`src/logic/rlcs_map.svh`:
```
// Functional notes
// remote lines except alive and ready are active low: low means true, high means false
// lines are only pulled low or released; wired-OR of all units
// fault asserts safety halt; halt input stops our hazardous actions
// all-alive line high only while every module is on; monitored
// ready line is active high; system ready for next analysis
// pre-run setup request low asks modules for pre-analysis work
// start low requests run or timetable start
// stop low requests return to ready state quickly
// injection request low asks autosampler to start injection cycle
// switches 1-2 select set: 00 bus addr, 01 serial, 10 rsvd, 11 boot
// switch down reads 0, up reads 1
// bus address set takes switches 3-8 as binary address
// changed setting committed to storage only at next power-up
// each parameter set stored separately; only selected set overwritten
// default bus address is decimal 24, pattern 00011000
// serial port is DCE: drives TXD, DTR, RTS; samples the rest
// switches 3-5 select the baud rate per table
// one start, one stop bit; switch 6 data bits; 7-8 parity
// flow control only by CTS/RTS hardware handshake
// boot pattern with cold start flag erases methods, keeps logs
// every remote input passes a two-stage synchronizer
// switch bank sampled once at power-up; later changes ignored
`ifndef RLCS_MAP_SVH
`define RLCS_MAP_SVH
`define RLCS_SEL_BUS        2'h0
`define RLCS_SEL_SERIAL     2'h1
`define RLCS_SEL_RSVD       2'h2
`define RLCS_SEL_BOOT       2'h3
`define RLCS_DEF_ADDR       6'h18
`define RLCS_DEF_BAUD       3'h6
`define RLCS_DEF_DATA8      1'h1
`define RLCS_DEF_PARITY     2'h0
`define RLCS_BOOT_COLD      6'h01
`define RLCS_BOOT_RESIDENT  6'h08
`define RLCS_SETTLE_NS      1000
`define RLCS_CLK_NS         10
`define RLCS_SETTLE_CYC     ((`RLCS_SETTLE_NS + `RLCS_CLK_NS - 1) / `RLCS_CLK_NS)
`endif

```
`src/logic/rlcs_pkg.sv`:
```
`default_nettype none
package rlcs_pkg;
  typedef struct packed {
    logic [5:0] addr;
  } rlcs_bus_set_s;
  typedef struct packed {
    logic [2:0] baud;
    logic       data8;
    logic [1:0] parity;
  } rlcs_ser_set_s;
  // true-level view of the remote lines (1 = condition true)
  typedef struct packed {
    logic halt;
    logic alive;
    logic ready;
    logic prep;
    logic start;
    logic stop;
    logic inject;
  } rlcs_remote_s;
  typedef enum logic [1:0] {
    RLCS_BOOT_IDLE  = 2'b00,
    RLCS_BOOT_WAIT  = 2'b01,
    RLCS_BOOT_WRITE = 2'b10,
    RLCS_BOOT_DONE  = 2'b11
  } rlcs_boot_e;
endpackage
`default_nettype wire

```
`src/logic/rlcs_sync.sv`:
```
`timescale 1ns/1ns
`default_nettype none
module rlcs_sync #(
  parameter int W = 1
) (
  input  wire logic         clk,
  input  wire logic         rst,
  input  wire logic [W-1:0] d,
  output var  logic [W-1:0] q
);
  logic [W-1:0] meta_r;
  logic [W-1:0] meta_nxt;
  logic [W-1:0] q_nxt;

  always_comb
  begin
    meta_nxt = d;
    q_nxt    = meta_r;
  end

  // two flops; first read only by second
  always_ff @(posedge clk)
  begin
    if (rst)
    begin
      meta_r <= '1;
      q      <= '1;
    end
    else
    begin
      meta_r <= meta_nxt;
      q      <= q_nxt;
    end
  end
endmodule
`default_nettype wire

```
`src/logic/rlcs_top.sv`:
```
`timescale 1ns/1ns
`default_nettype none
`include "rlcs_map.svh"
module rlcs_top (
  // clock and reset
  input  wire logic                   CLK,
  input  wire logic                   RST,
  // remote line inputs (pin level, active low except alive/ready)
  input  wire logic                   HALT_N_I,
  input  wire logic                   ALIVE_I,
  input  wire logic                   READY_I,
  input  wire logic                   PREP_N_I,
  input  wire logic                   START_N_I,
  input  wire logic                   STOP_N_I,
  input  wire logic                   INJECT_N_I,
  // remote line open-drain drive enables (high = pull low)
  output var  logic                   HALT_OE,
  output var  logic                   ALIVE_OE,
  output var  logic                   READY_OE,
  output var  logic                   PREP_OE,
  output var  logic                   START_OE,
  output var  logic                   STOP_OE,
  output var  logic                   INJECT_OE,
  // remote line output levels (always low when enabled)
  output var  logic                   REMOTE_O,
  // local requests from module logic
  input  wire logic                   FAULT,
  input  wire logic                   UNIT_ON,
  input  wire logic                   UNIT_READY,
  input  wire logic                   REQ_PREP,
  input  wire logic                   REQ_START,
  input  wire logic                   REQ_STOP,
  input  wire logic                   REQ_INJECT,
  // synchronized remote status, true-level
  output var  rlcs_pkg::rlcs_remote_s REMOTE_STATE,
  output var  logic                   SAFE_STOP,
  output var  logic                   PEERS_OFF,
  output var  logic                   DO_PREP,
  output var  logic                   DO_START,
  output var  logic                   DO_STOP,
  // configuration switch bank, bit 0 = switch 1, up = 1
  input  wire logic [7:0]             CFG_SW,
  // non-volatile store write port
  output var  logic                   NV_WR_BUS,
  output var  logic                   NV_WR_SER,
  output var  logic                   NV_ERASE,
  output var  rlcs_pkg::rlcs_bus_set_s NV_BUS_D,
  output var  rlcs_pkg::rlcs_ser_set_s NV_SER_D,
  input  wire rlcs_pkg::rlcs_bus_set_s NV_BUS_Q,
  input  wire rlcs_pkg::rlcs_ser_set_s NV_SER_Q,
  input  wire logic                   NV_VALID,
  // decoded configuration
  output var  logic [1:0]             CFG_SEL,
  output var  rlcs_pkg::rlcs_bus_set_s BUS_SET,
  output var  rlcs_pkg::rlcs_ser_set_s SER_SET,
  output var  logic                   STAY_RESIDENT,
  output var  logic                   CFG_DONE,
  // serial port, DCE side
  input  wire logic                   RXD_I,
  input  wire logic                   DCD_I,
  input  wire logic                   DSR_I,
  input  wire logic                   CTS_I,
  input  wire logic                   RI_I,
  input  wire logic                   TXD_IN,
  input  wire logic                   DTR_IN,
  input  wire logic                   RTS_IN,
  input  wire logic                   TX_WANT,
  output var  logic                   TXD_O,
  output var  logic                   DTR_O,
  output var  logic                   RTS_O,
  output var  logic                   TX_ALLOW,
  output var  logic [4:0]             SER_IN
);
  import rlcs_pkg::*;

  localparam int SETTLE_CYC = `RLCS_SETTLE_CYC;

  // ----------------------------------------------------------------
  // remote input synchronizers
  // ----------------------------------------------------------------
  logic [6:0] rem_pin;
  logic [6:0] rem_sync;
  logic [4:0] ser_sync;
  logic [7:0] sw_sync;

  assign rem_pin = {HALT_N_I, ALIVE_I, READY_I, PREP_N_I,
                    START_N_I, STOP_N_I, INJECT_N_I};

  // two-stage sync
  rlcs_sync #(.W(7)) u_rem_sync (
    .clk (CLK),
    .rst (RST),
    .d   (rem_pin),
    .q   (rem_sync)
  );

  rlcs_sync #(.W(5)) u_ser_sync (
    .clk (CLK),
    .rst (RST),
    .d   ({RXD_I, DCD_I, DSR_I, CTS_I, RI_I}),
    .q   (ser_sync)
  );

  rlcs_sync #(.W(8)) u_sw_sync (
    .clk (CLK),
    .rst (RST),
    .d   (CFG_SW),
    .q   (sw_sync)
  );

  // ----------------------------------------------------------------
  // remote line drive and status
  // ----------------------------------------------------------------
  rlcs_remote_s st_nxt;
  logic [6:0]   oe_nxt;
  logic         safe_nxt;
  logic         peers_off_nxt;
  logic         do_prep_nxt;
  logic         do_start_nxt;
  logic         do_stop_nxt;

  always_comb
  begin
    // invert active-low lines to true-level
    st_nxt.halt   = ~rem_sync[6];
    st_nxt.alive  = rem_sync[5];
    // ready is active high
    st_nxt.ready  = rem_sync[4];
    st_nxt.prep   = ~rem_sync[3];
    st_nxt.start  = ~rem_sync[2];
    st_nxt.stop   = ~rem_sync[1];
    st_nxt.inject = ~rem_sync[0];
    // pull low or release only
    // fault drives safety halt
    oe_nxt[6] = FAULT;
    // pull alive low while this unit is off
    oe_nxt[5] = ~UNIT_ON;
    // hold ready low while not ready
    oe_nxt[4] = ~UNIT_READY;
    // prep request
    oe_nxt[3] = REQ_PREP;
    // start request
    oe_nxt[2] = REQ_START;
    // stop request
    oe_nxt[1] = REQ_STOP;
    // injection request, autosampler acts
    oe_nxt[0] = REQ_INJECT;
    // react to halt
    safe_nxt      = st_nxt.halt;
    // monitor alive line
    peers_off_nxt = ~st_nxt.alive;
    // respond to prep unless halted
    do_prep_nxt   = st_nxt.prep & ~st_nxt.halt;
    // run-time activities start
    do_start_nxt  = st_nxt.start & ~st_nxt.halt & ~st_nxt.stop;
    // stop wins over start
    do_stop_nxt   = st_nxt.stop | st_nxt.halt;
  end

  always_ff @(posedge CLK)
  begin
    if (RST)
    begin
      REMOTE_STATE <= '0;
      {HALT_OE, ALIVE_OE, READY_OE, PREP_OE,
       START_OE, STOP_OE, INJECT_OE} <= 7'h30;
      REMOTE_O  <= 1'b0;
      SAFE_STOP <= 1'b0;
      PEERS_OFF <= 1'b1;
      DO_PREP   <= 1'b0;
      DO_START  <= 1'b0;
      DO_STOP   <= 1'b0;
    end
    else
    begin
      REMOTE_STATE <= st_nxt;
      {HALT_OE, ALIVE_OE, READY_OE, PREP_OE,
       START_OE, STOP_OE, INJECT_OE} <= oe_nxt;
      REMOTE_O  <= 1'b0;
      SAFE_STOP <= safe_nxt;
      PEERS_OFF <= peers_off_nxt;
      DO_PREP   <= do_prep_nxt;
      DO_START  <= do_start_nxt;
      DO_STOP   <= do_stop_nxt;
    end
  end

  // ----------------------------------------------------------------
  // power-up switch capture and store
  // ----------------------------------------------------------------
  rlcs_boot_e    boot_r;
  rlcs_boot_e    boot_nxt;
  logic [7:0]    sw_r;
  logic [7:0]    sw_nxt;
  logic [15:0]   cnt_r;
  logic [15:0]   cnt_nxt;
  rlcs_bus_set_s bus_nxt;
  rlcs_ser_set_s ser_nxt;
  logic          wr_bus_nxt;
  logic          wr_ser_nxt;
  logic          erase_nxt;
  logic          res_nxt;
  logic [1:0]    sel;
  logic [5:0]    sw_field;

  // switch bit is 1 when up
  // switches 1-2 select the set
  assign sel = {sw_r[0], sw_r[1]};
  assign sw_field = {sw_r[2], sw_r[3], sw_r[4], sw_r[5], sw_r[6], sw_r[7]};

  always_comb
  begin
    boot_nxt   = boot_r;
    sw_nxt     = sw_r;
    cnt_nxt    = cnt_r;
    bus_nxt    = BUS_SET;
    ser_nxt    = SER_SET;
    wr_bus_nxt = 1'b0;
    wr_ser_nxt = 1'b0;
    erase_nxt  = 1'b0;
    res_nxt    = STAY_RESIDENT;
    unique case (boot_r)
      RLCS_BOOT_IDLE:
      begin
        cnt_nxt  = '0;
        boot_nxt = RLCS_BOOT_WAIT;
      end
      RLCS_BOOT_WAIT:
      begin
        cnt_nxt = cnt_r + 16'h0001;
        if (cnt_r >= 16'(SETTLE_CYC))
        begin
          // single sample at power-up
          sw_nxt   = sw_sync;
          boot_nxt = RLCS_BOOT_WRITE;
          // load previously stored sets
          if (NV_VALID)
          begin
            bus_nxt = NV_BUS_Q;
            ser_nxt = NV_SER_Q;
          end
        end
      end
      RLCS_BOOT_WRITE:
      begin
        boot_nxt = RLCS_BOOT_DONE;
        // commit only during power-up
        // only the selected set is written
        unique case (sel)
          `RLCS_SEL_BUS:
          begin
            // switches 3-8 bus address
            bus_nxt.addr = sw_field;
            wr_bus_nxt   = 1'b1;
          end
          `RLCS_SEL_SERIAL:
          begin
            // baud code from switches 3-5
            ser_nxt.baud   = sw_field[5:3];
            // data bits and parity
            ser_nxt.data8  = sw_field[2];
            ser_nxt.parity = sw_field[1:0];
            wr_ser_nxt     = 1'b1;
          end
          `RLCS_SEL_RSVD:
          begin
            wr_bus_nxt = 1'b0;
          end
          `RLCS_SEL_BOOT:
          begin
            // cold start flag erases methods
            erase_nxt = (sw_field == `RLCS_BOOT_COLD);
            res_nxt   = (sw_field == `RLCS_BOOT_RESIDENT);
          end
        endcase
      end
      RLCS_BOOT_DONE:
      begin
        boot_nxt = RLCS_BOOT_DONE;
      end
    endcase
  end

  always_ff @(posedge CLK)
  begin
    if (RST)
    begin
      boot_r        <= RLCS_BOOT_IDLE;
      sw_r          <= 8'h00;
      cnt_r         <= 16'h0000;
      // default address 24
      BUS_SET       <= '{addr: `RLCS_DEF_ADDR};
      SER_SET       <= '{baud: `RLCS_DEF_BAUD, data8: `RLCS_DEF_DATA8,
                         parity: `RLCS_DEF_PARITY};
      NV_WR_BUS     <= 1'b0;
      NV_WR_SER     <= 1'b0;
      NV_ERASE      <= 1'b0;
      NV_BUS_D      <= '0;
      NV_SER_D      <= '0;
      STAY_RESIDENT <= 1'b0;
      CFG_DONE      <= 1'b0;
      CFG_SEL       <= 2'h0;
    end
    else
    begin
      boot_r        <= boot_nxt;
      sw_r          <= sw_nxt;
      cnt_r         <= cnt_nxt;
      BUS_SET       <= bus_nxt;
      SER_SET       <= ser_nxt;
      NV_WR_BUS     <= wr_bus_nxt;
      NV_WR_SER     <= wr_ser_nxt;
      NV_ERASE      <= erase_nxt;
      NV_BUS_D      <= bus_nxt;
      NV_SER_D      <= ser_nxt;
      STAY_RESIDENT <= res_nxt;
      CFG_DONE      <= (boot_r == RLCS_BOOT_DONE);
      CFG_SEL       <= sel;
    end
  end

  // ----------------------------------------------------------------
  // serial port, DCE
  // ----------------------------------------------------------------
  always_ff @(posedge CLK)
  begin
    if (RST)
    begin
      TXD_O    <= 1'b1;
      DTR_O    <= 1'b0;
      RTS_O    <= 1'b0;
      TX_ALLOW <= 1'b0;
      SER_IN   <= 5'h1f;
    end
    else
    begin
      // DCE drives TXD, DTR, RTS
      TXD_O    <= TXD_IN;
      DTR_O    <= DTR_IN;
      RTS_O    <= RTS_IN;
      // hardware handshake only, gated by CTS
      TX_ALLOW <= TX_WANT & ser_sync[1];
      SER_IN   <= ser_sync;
    end
  end
endmodule
`default_nettype wire

```
`config.mk`:
```
export PLATFORM = sky130hd
export DESIGN_NAME = rlcs_top
export DESIGN_NICKNAME = d
export VERILOG_FILES = /design/src/logic/rlcs_pkg.sv /design/src/logic/rlcs_sync.sv /design/src/logic/rlcs_top.sv
export VERILOG_INCLUDE_DIRS = /design/src /design/src/logic
export SDC_FILE = /design/constraint.sdc
export NUM_CORES = 1
export LEC_CHECK = 0
export ABC_CLOCK_PERIOD_IN_PS = 4500
export BUFFER_PORTS_ARGS = -buffer_cell sky130_fd_sc_hd__buf_2
export CAP_MARGIN = 20
export CORE_ASPECT_RATIO = 0.7
export CORE_UTILIZATION = 50
export DETAILED_ROUTE_END_ITERATION = 12
export PLACE_DENSITY = 0.77
export SLEW_MARGIN = 40
export SYNTH_ARGS = -nofsm -noshare
export SYNTH_HDL_FRONTEND = slang
export SYNTH_SLANG_ARGS = --single-unit
```
`constraint.sdc`:
```
create_clock -name CLK -period 4.5 [get_ports CLK]
set_input_delay 0.45 -clock CLK [delete_from_list [all_inputs] [get_ports CLK]]
set_output_delay 0.45 -clock CLK [all_outputs]
set_load 0.05 [all_outputs]
```
==> results.py <==
metrics = {
    "floorplanning": {
        "rows": 27,
        "start_util_pct": 53.0,
        "die_h_um": 79.6,
        "die_area_mm2": 0.00898,
        "ios": 106,
        "die_w_um": 113,
        "core_mm2": 0.00811,
    },
    "clocking": {
        "ctsHoldBuffers": 0,
        "ctsResizeCount": 0,
        "cts-buffers-inserted": 17,
        "clock_latency_ns": 0.41,
        "clk_pin_slew_ns": 0.05,
        "ctsRootBufferMaster": "clkbuf_16",
        "cts_sinks": 117,
        "cts_tree": "yes",
        "cts_setup_buffers": 0,
        "clockBufferDepth": 2,
        "ctsHtreeMaxLevel": 4,
    },
    "logic_synthesis": {
        "synth_edf_count": 0,
        "yosysSeqAreaShare_pct": 54.5,
        "synthFlopType": "dfxtp_1",
        "syn_inst": 420,
        "yosysTopAreaCell": "dfxtp_1",
        "yosysWarningCount": 0,
        "synthDistinctLibCells": 52,
        "avgSynthCellArea_um2": 10.2,
        "ys_seq_elements": 117,
        "synthTopCellsByArea": "dfxtp_1 54%, or2_2 6.7%, a21oi_1 2.6%",
        "syn_area_mm2": 0.00430,
        "synth_nets": 474,
        "synth_top_cell_area_share_pct": 54.5,
        "async_flop_share_pct": 0,
    },
    "power": {
        "p_seq_share_pct": 38.4,
        "internal-power_uw": 2110,
        "combPwrFrac_pct": 18.3,
        "peakVddDrop_v": 0.000281,
        "power_switching_uw": 874,
        "p_total_uw": 2980,
        "p_leak_uw": 0.00228,
        "pwr-share-clk_pct": 43.3,
        "power_density_mw_per_mm2": 556,
        "sw_frac_of_total_pct": 29.3,
    },
    "setup_path": {
        "crit_type": "reg -> reg",
        "cp-end-kind": "flip-flop",
        "crit_arrival_ns": 2.85,
        "critPathSlowestCell": "ha_1",
        "max_stage_delay_ns": 0.53,
        "critPathMaxFanout": 16,
        "cp.required_ns": 4.80,
        "ff2ff_path_depth": 6,
        "startpoint_type": "flip-flop",
        "cp_cell_sequence": "inv_1 -> ha_1 -> nor4b_1 -> nand4_1 -> and2_1 -> a221oi_1",
    },
    "layout": {
        "diodes": 0,
        "area_growth_pct": 24.8,
        "drive_gt1_share_pct": 36.5,
        "nFillCells": 646,
        "nets": 567,
        "seqCellArea_mm2": 0.00234,
        "final_area_mm2": 0.00537,
        "multiInputGateArea_mm2": 0.00177,
    },
    "timing": {
        "rsz0062_at_grt": "false",
        "finalCritPeriodShare_pct": 56.7,
        "hold_ws_ns": 0.207,
        "finalCriticalPeriod_ns": 2.55,
        "fmax_mhz": 392,
        "worstMarginPinSlew_ns": 0.665,
        "tns_ns": 0,
        "timing.slew.headroom_pct": 55.6,
        "slew_viol_final": 0,
        "hold_viol": 0,
        "skew_ns": 0.00855,
        "setup_viol": 0,
    },
    "detailed_routing": {
        "wl_um": 9300,
        "ant_nets": 0,
        "routed-via-count": 3452,
        "route.detailed.drc": 0,
        "post_drt_via_cell_ratio": 5.51,
        "wl_per_cell_um": 14.8,
        "dr.pass1.iters": 5,
        "drt_iter0_drc": 263,
    },
    "hold_path": {
        "worstHoldPathCells": 2,
        "hp-class": "in -> reg",
    },
    "run_status": {
        "status": "finished clean",
    },
    "grt": {
        "grt_util_all_layers_pct": 21.7,
        "grt_remaining_overflow": 0,
        "grt_pass1_wl_um": 14800,
        "first_global_vias": 3131,
        "antenna_found_initial": 0,
        "grt_max_degree": 81,
    },
    "placement": {
        "gp_congestion": 0.847,
        "hpwl_um": 6140,
        "port_buffers": 104,
        "place_area_mm2": 0.00479,
    },
    "run": {
        "max-cap-violations": 0,
    },
}
## stage by stage
step	worst slack (ns)	utilization, %	cells
floorplan	2.76	-	420
global placement	2.21	59.1	595
detailed placement	2.05	59.1	595
CTS	2.03	66.2	627
global route	1.64	66.2	627
finish	1.95	66.2	627
## placed cells by master, fill, tap and decap left out, drive strengths merged, types with 3 or more instances in the layout
master  synthesis  routed
clkbuf         18      24
clkinv          1       6
a221o           3       3
a41oi           4       4
a211oi          6       6
and2            4       4
mux2i          11      11
nor2           29      29
a31o            4       4
and3           11      11
nand2          19      19
nor4            3       3
a31oi           8       8
a32oi           4       4
or2            46      46
o21ai           7       7
nor3            5       5
a32o            3       3
o21a            3       3
nand3           9       9
nor2b          15      15
nand4          12      12
buf            13     105
ha              8       8
inv             6       6
mux2            3       3
a21o            3       3
a21oi          22      22
dfxtp         117     117
## routing by layer
layer / wire (um) / vias to the layer above / track usage [%]
met5: 0 / - / 0
li1: - / 1654 / -
met3: 835 / 16 / 9.19
met2: 4090 / 176 / 32.1
met4: 88 / 0 / 8.13
met1: 4290 / 1606 / 28.1
## sequential cells by signal, indices dropped and copies added (netlist names), 6 cells and up, named ones only
register,cells
u_sw_sync.meta_r,8
cnt_r,16
u_rem_sync.meta_r,7
u_rem_sync.q,7
REMOTE_STATE,6
u_sw_sync.q,8
sw_r,8
## kinds of logic (layout without fill, tap and decap cells)
logic type / count (synthesis) / in the layout / synth area share, %
AOI/OAI and AO/OA: 76 / 76 / 12.9
adders and majority gates: 8 / 8 / 2.33
buffers and inverters: 38 / 144 / 4.31
DFF: 117 / 117 / 54.5
muxes: 14 / 14 / 3.35
other: 1 / 1 / 0.0873
and+or+nand+nor: 166 / 166 / 22.5
## Yosys cell counts (2+ instances only)
master,number
a21o_1,3
a31oi_1,8
nor4_1,2
a21oi_1,22
nand3b_1,2
a32oi_1,4
nor3b_1,2
clkbuf_1,18
dfxtp_1,117
o21ai_0,7
or2_2,46
inv_1,6
a211o_1,2
o21a_1,3
mux2i_1,11
nor2b_1,15
a32o_1,3
mux2_2,3
and2_1,4
a221o_1,3
nor3_1,2
nand3_1,9
a41oi_1,3
a211oi_1,6
nand2b_1,2
nand2_1,19
a221oi_1,2
nand4b_1,2
buf_4,9
a31o_2,4
buf_1,2
nand4_1,11
nor2_1,29
nor3_2,3
and3_1,11
ha_1,8
and4b_1,2
## power by group through the flow
stage	Combinational, uW	Sequential [uW]	Clock, uW
after floorplan	243	1330	0
after global placement	525	1160	0
after detailed placement	535	1170	0
after CTS	538	1140	1310
after global routing	581	1150	1360
final	545	1150	1290
## critical path, delay by kind of cell, from the launching register on
kind	cells	cell delay (ns)
AND/OR/NAND/NOR	3	1.16
adder cells (fa/ha/maj)	1	0.53
flip-flops	1	0.33
AO/OA/AOI/OAI	1	0.29
buffers and inverters	1	0.13
## layout make-up
| type | instances | area share, % |
|---|---|---|
| sequential | 117 | 43.7 |
| clock inverter | 8 | 1.87 |
| timing repair buffer | 105 | 9.84 |
| tap | 101 | 2.36 |
| clock buffer | 24 | 8.79 |
| multi-input combinational | 265 | 33.0 |
| inverter | 7 | 0.490 |
## path summary, 6_finish.rpt
kind | start | to | slack [ns]
setup / recovery | boot_r[1]$_SDFFE_PP0P_ | NV_SER_D[4]$_SDFF_PP0_ | 1.95
hold / removal | UNIT_READY | READY_OE$_SDFF_PP1_ | 0.21
setup reg to reg | boot_r[1]$_SDFFE_PP0P_ | NV_SER_D[4]$_SDFF_PP0_ | 1.95
hold reg to reg | u_rem_sync.q[5]$_SDFF_PP1_ | PEERS_OFF$_SDFF_PP1_ | 0.39
(Power assumes the default switching activity.)
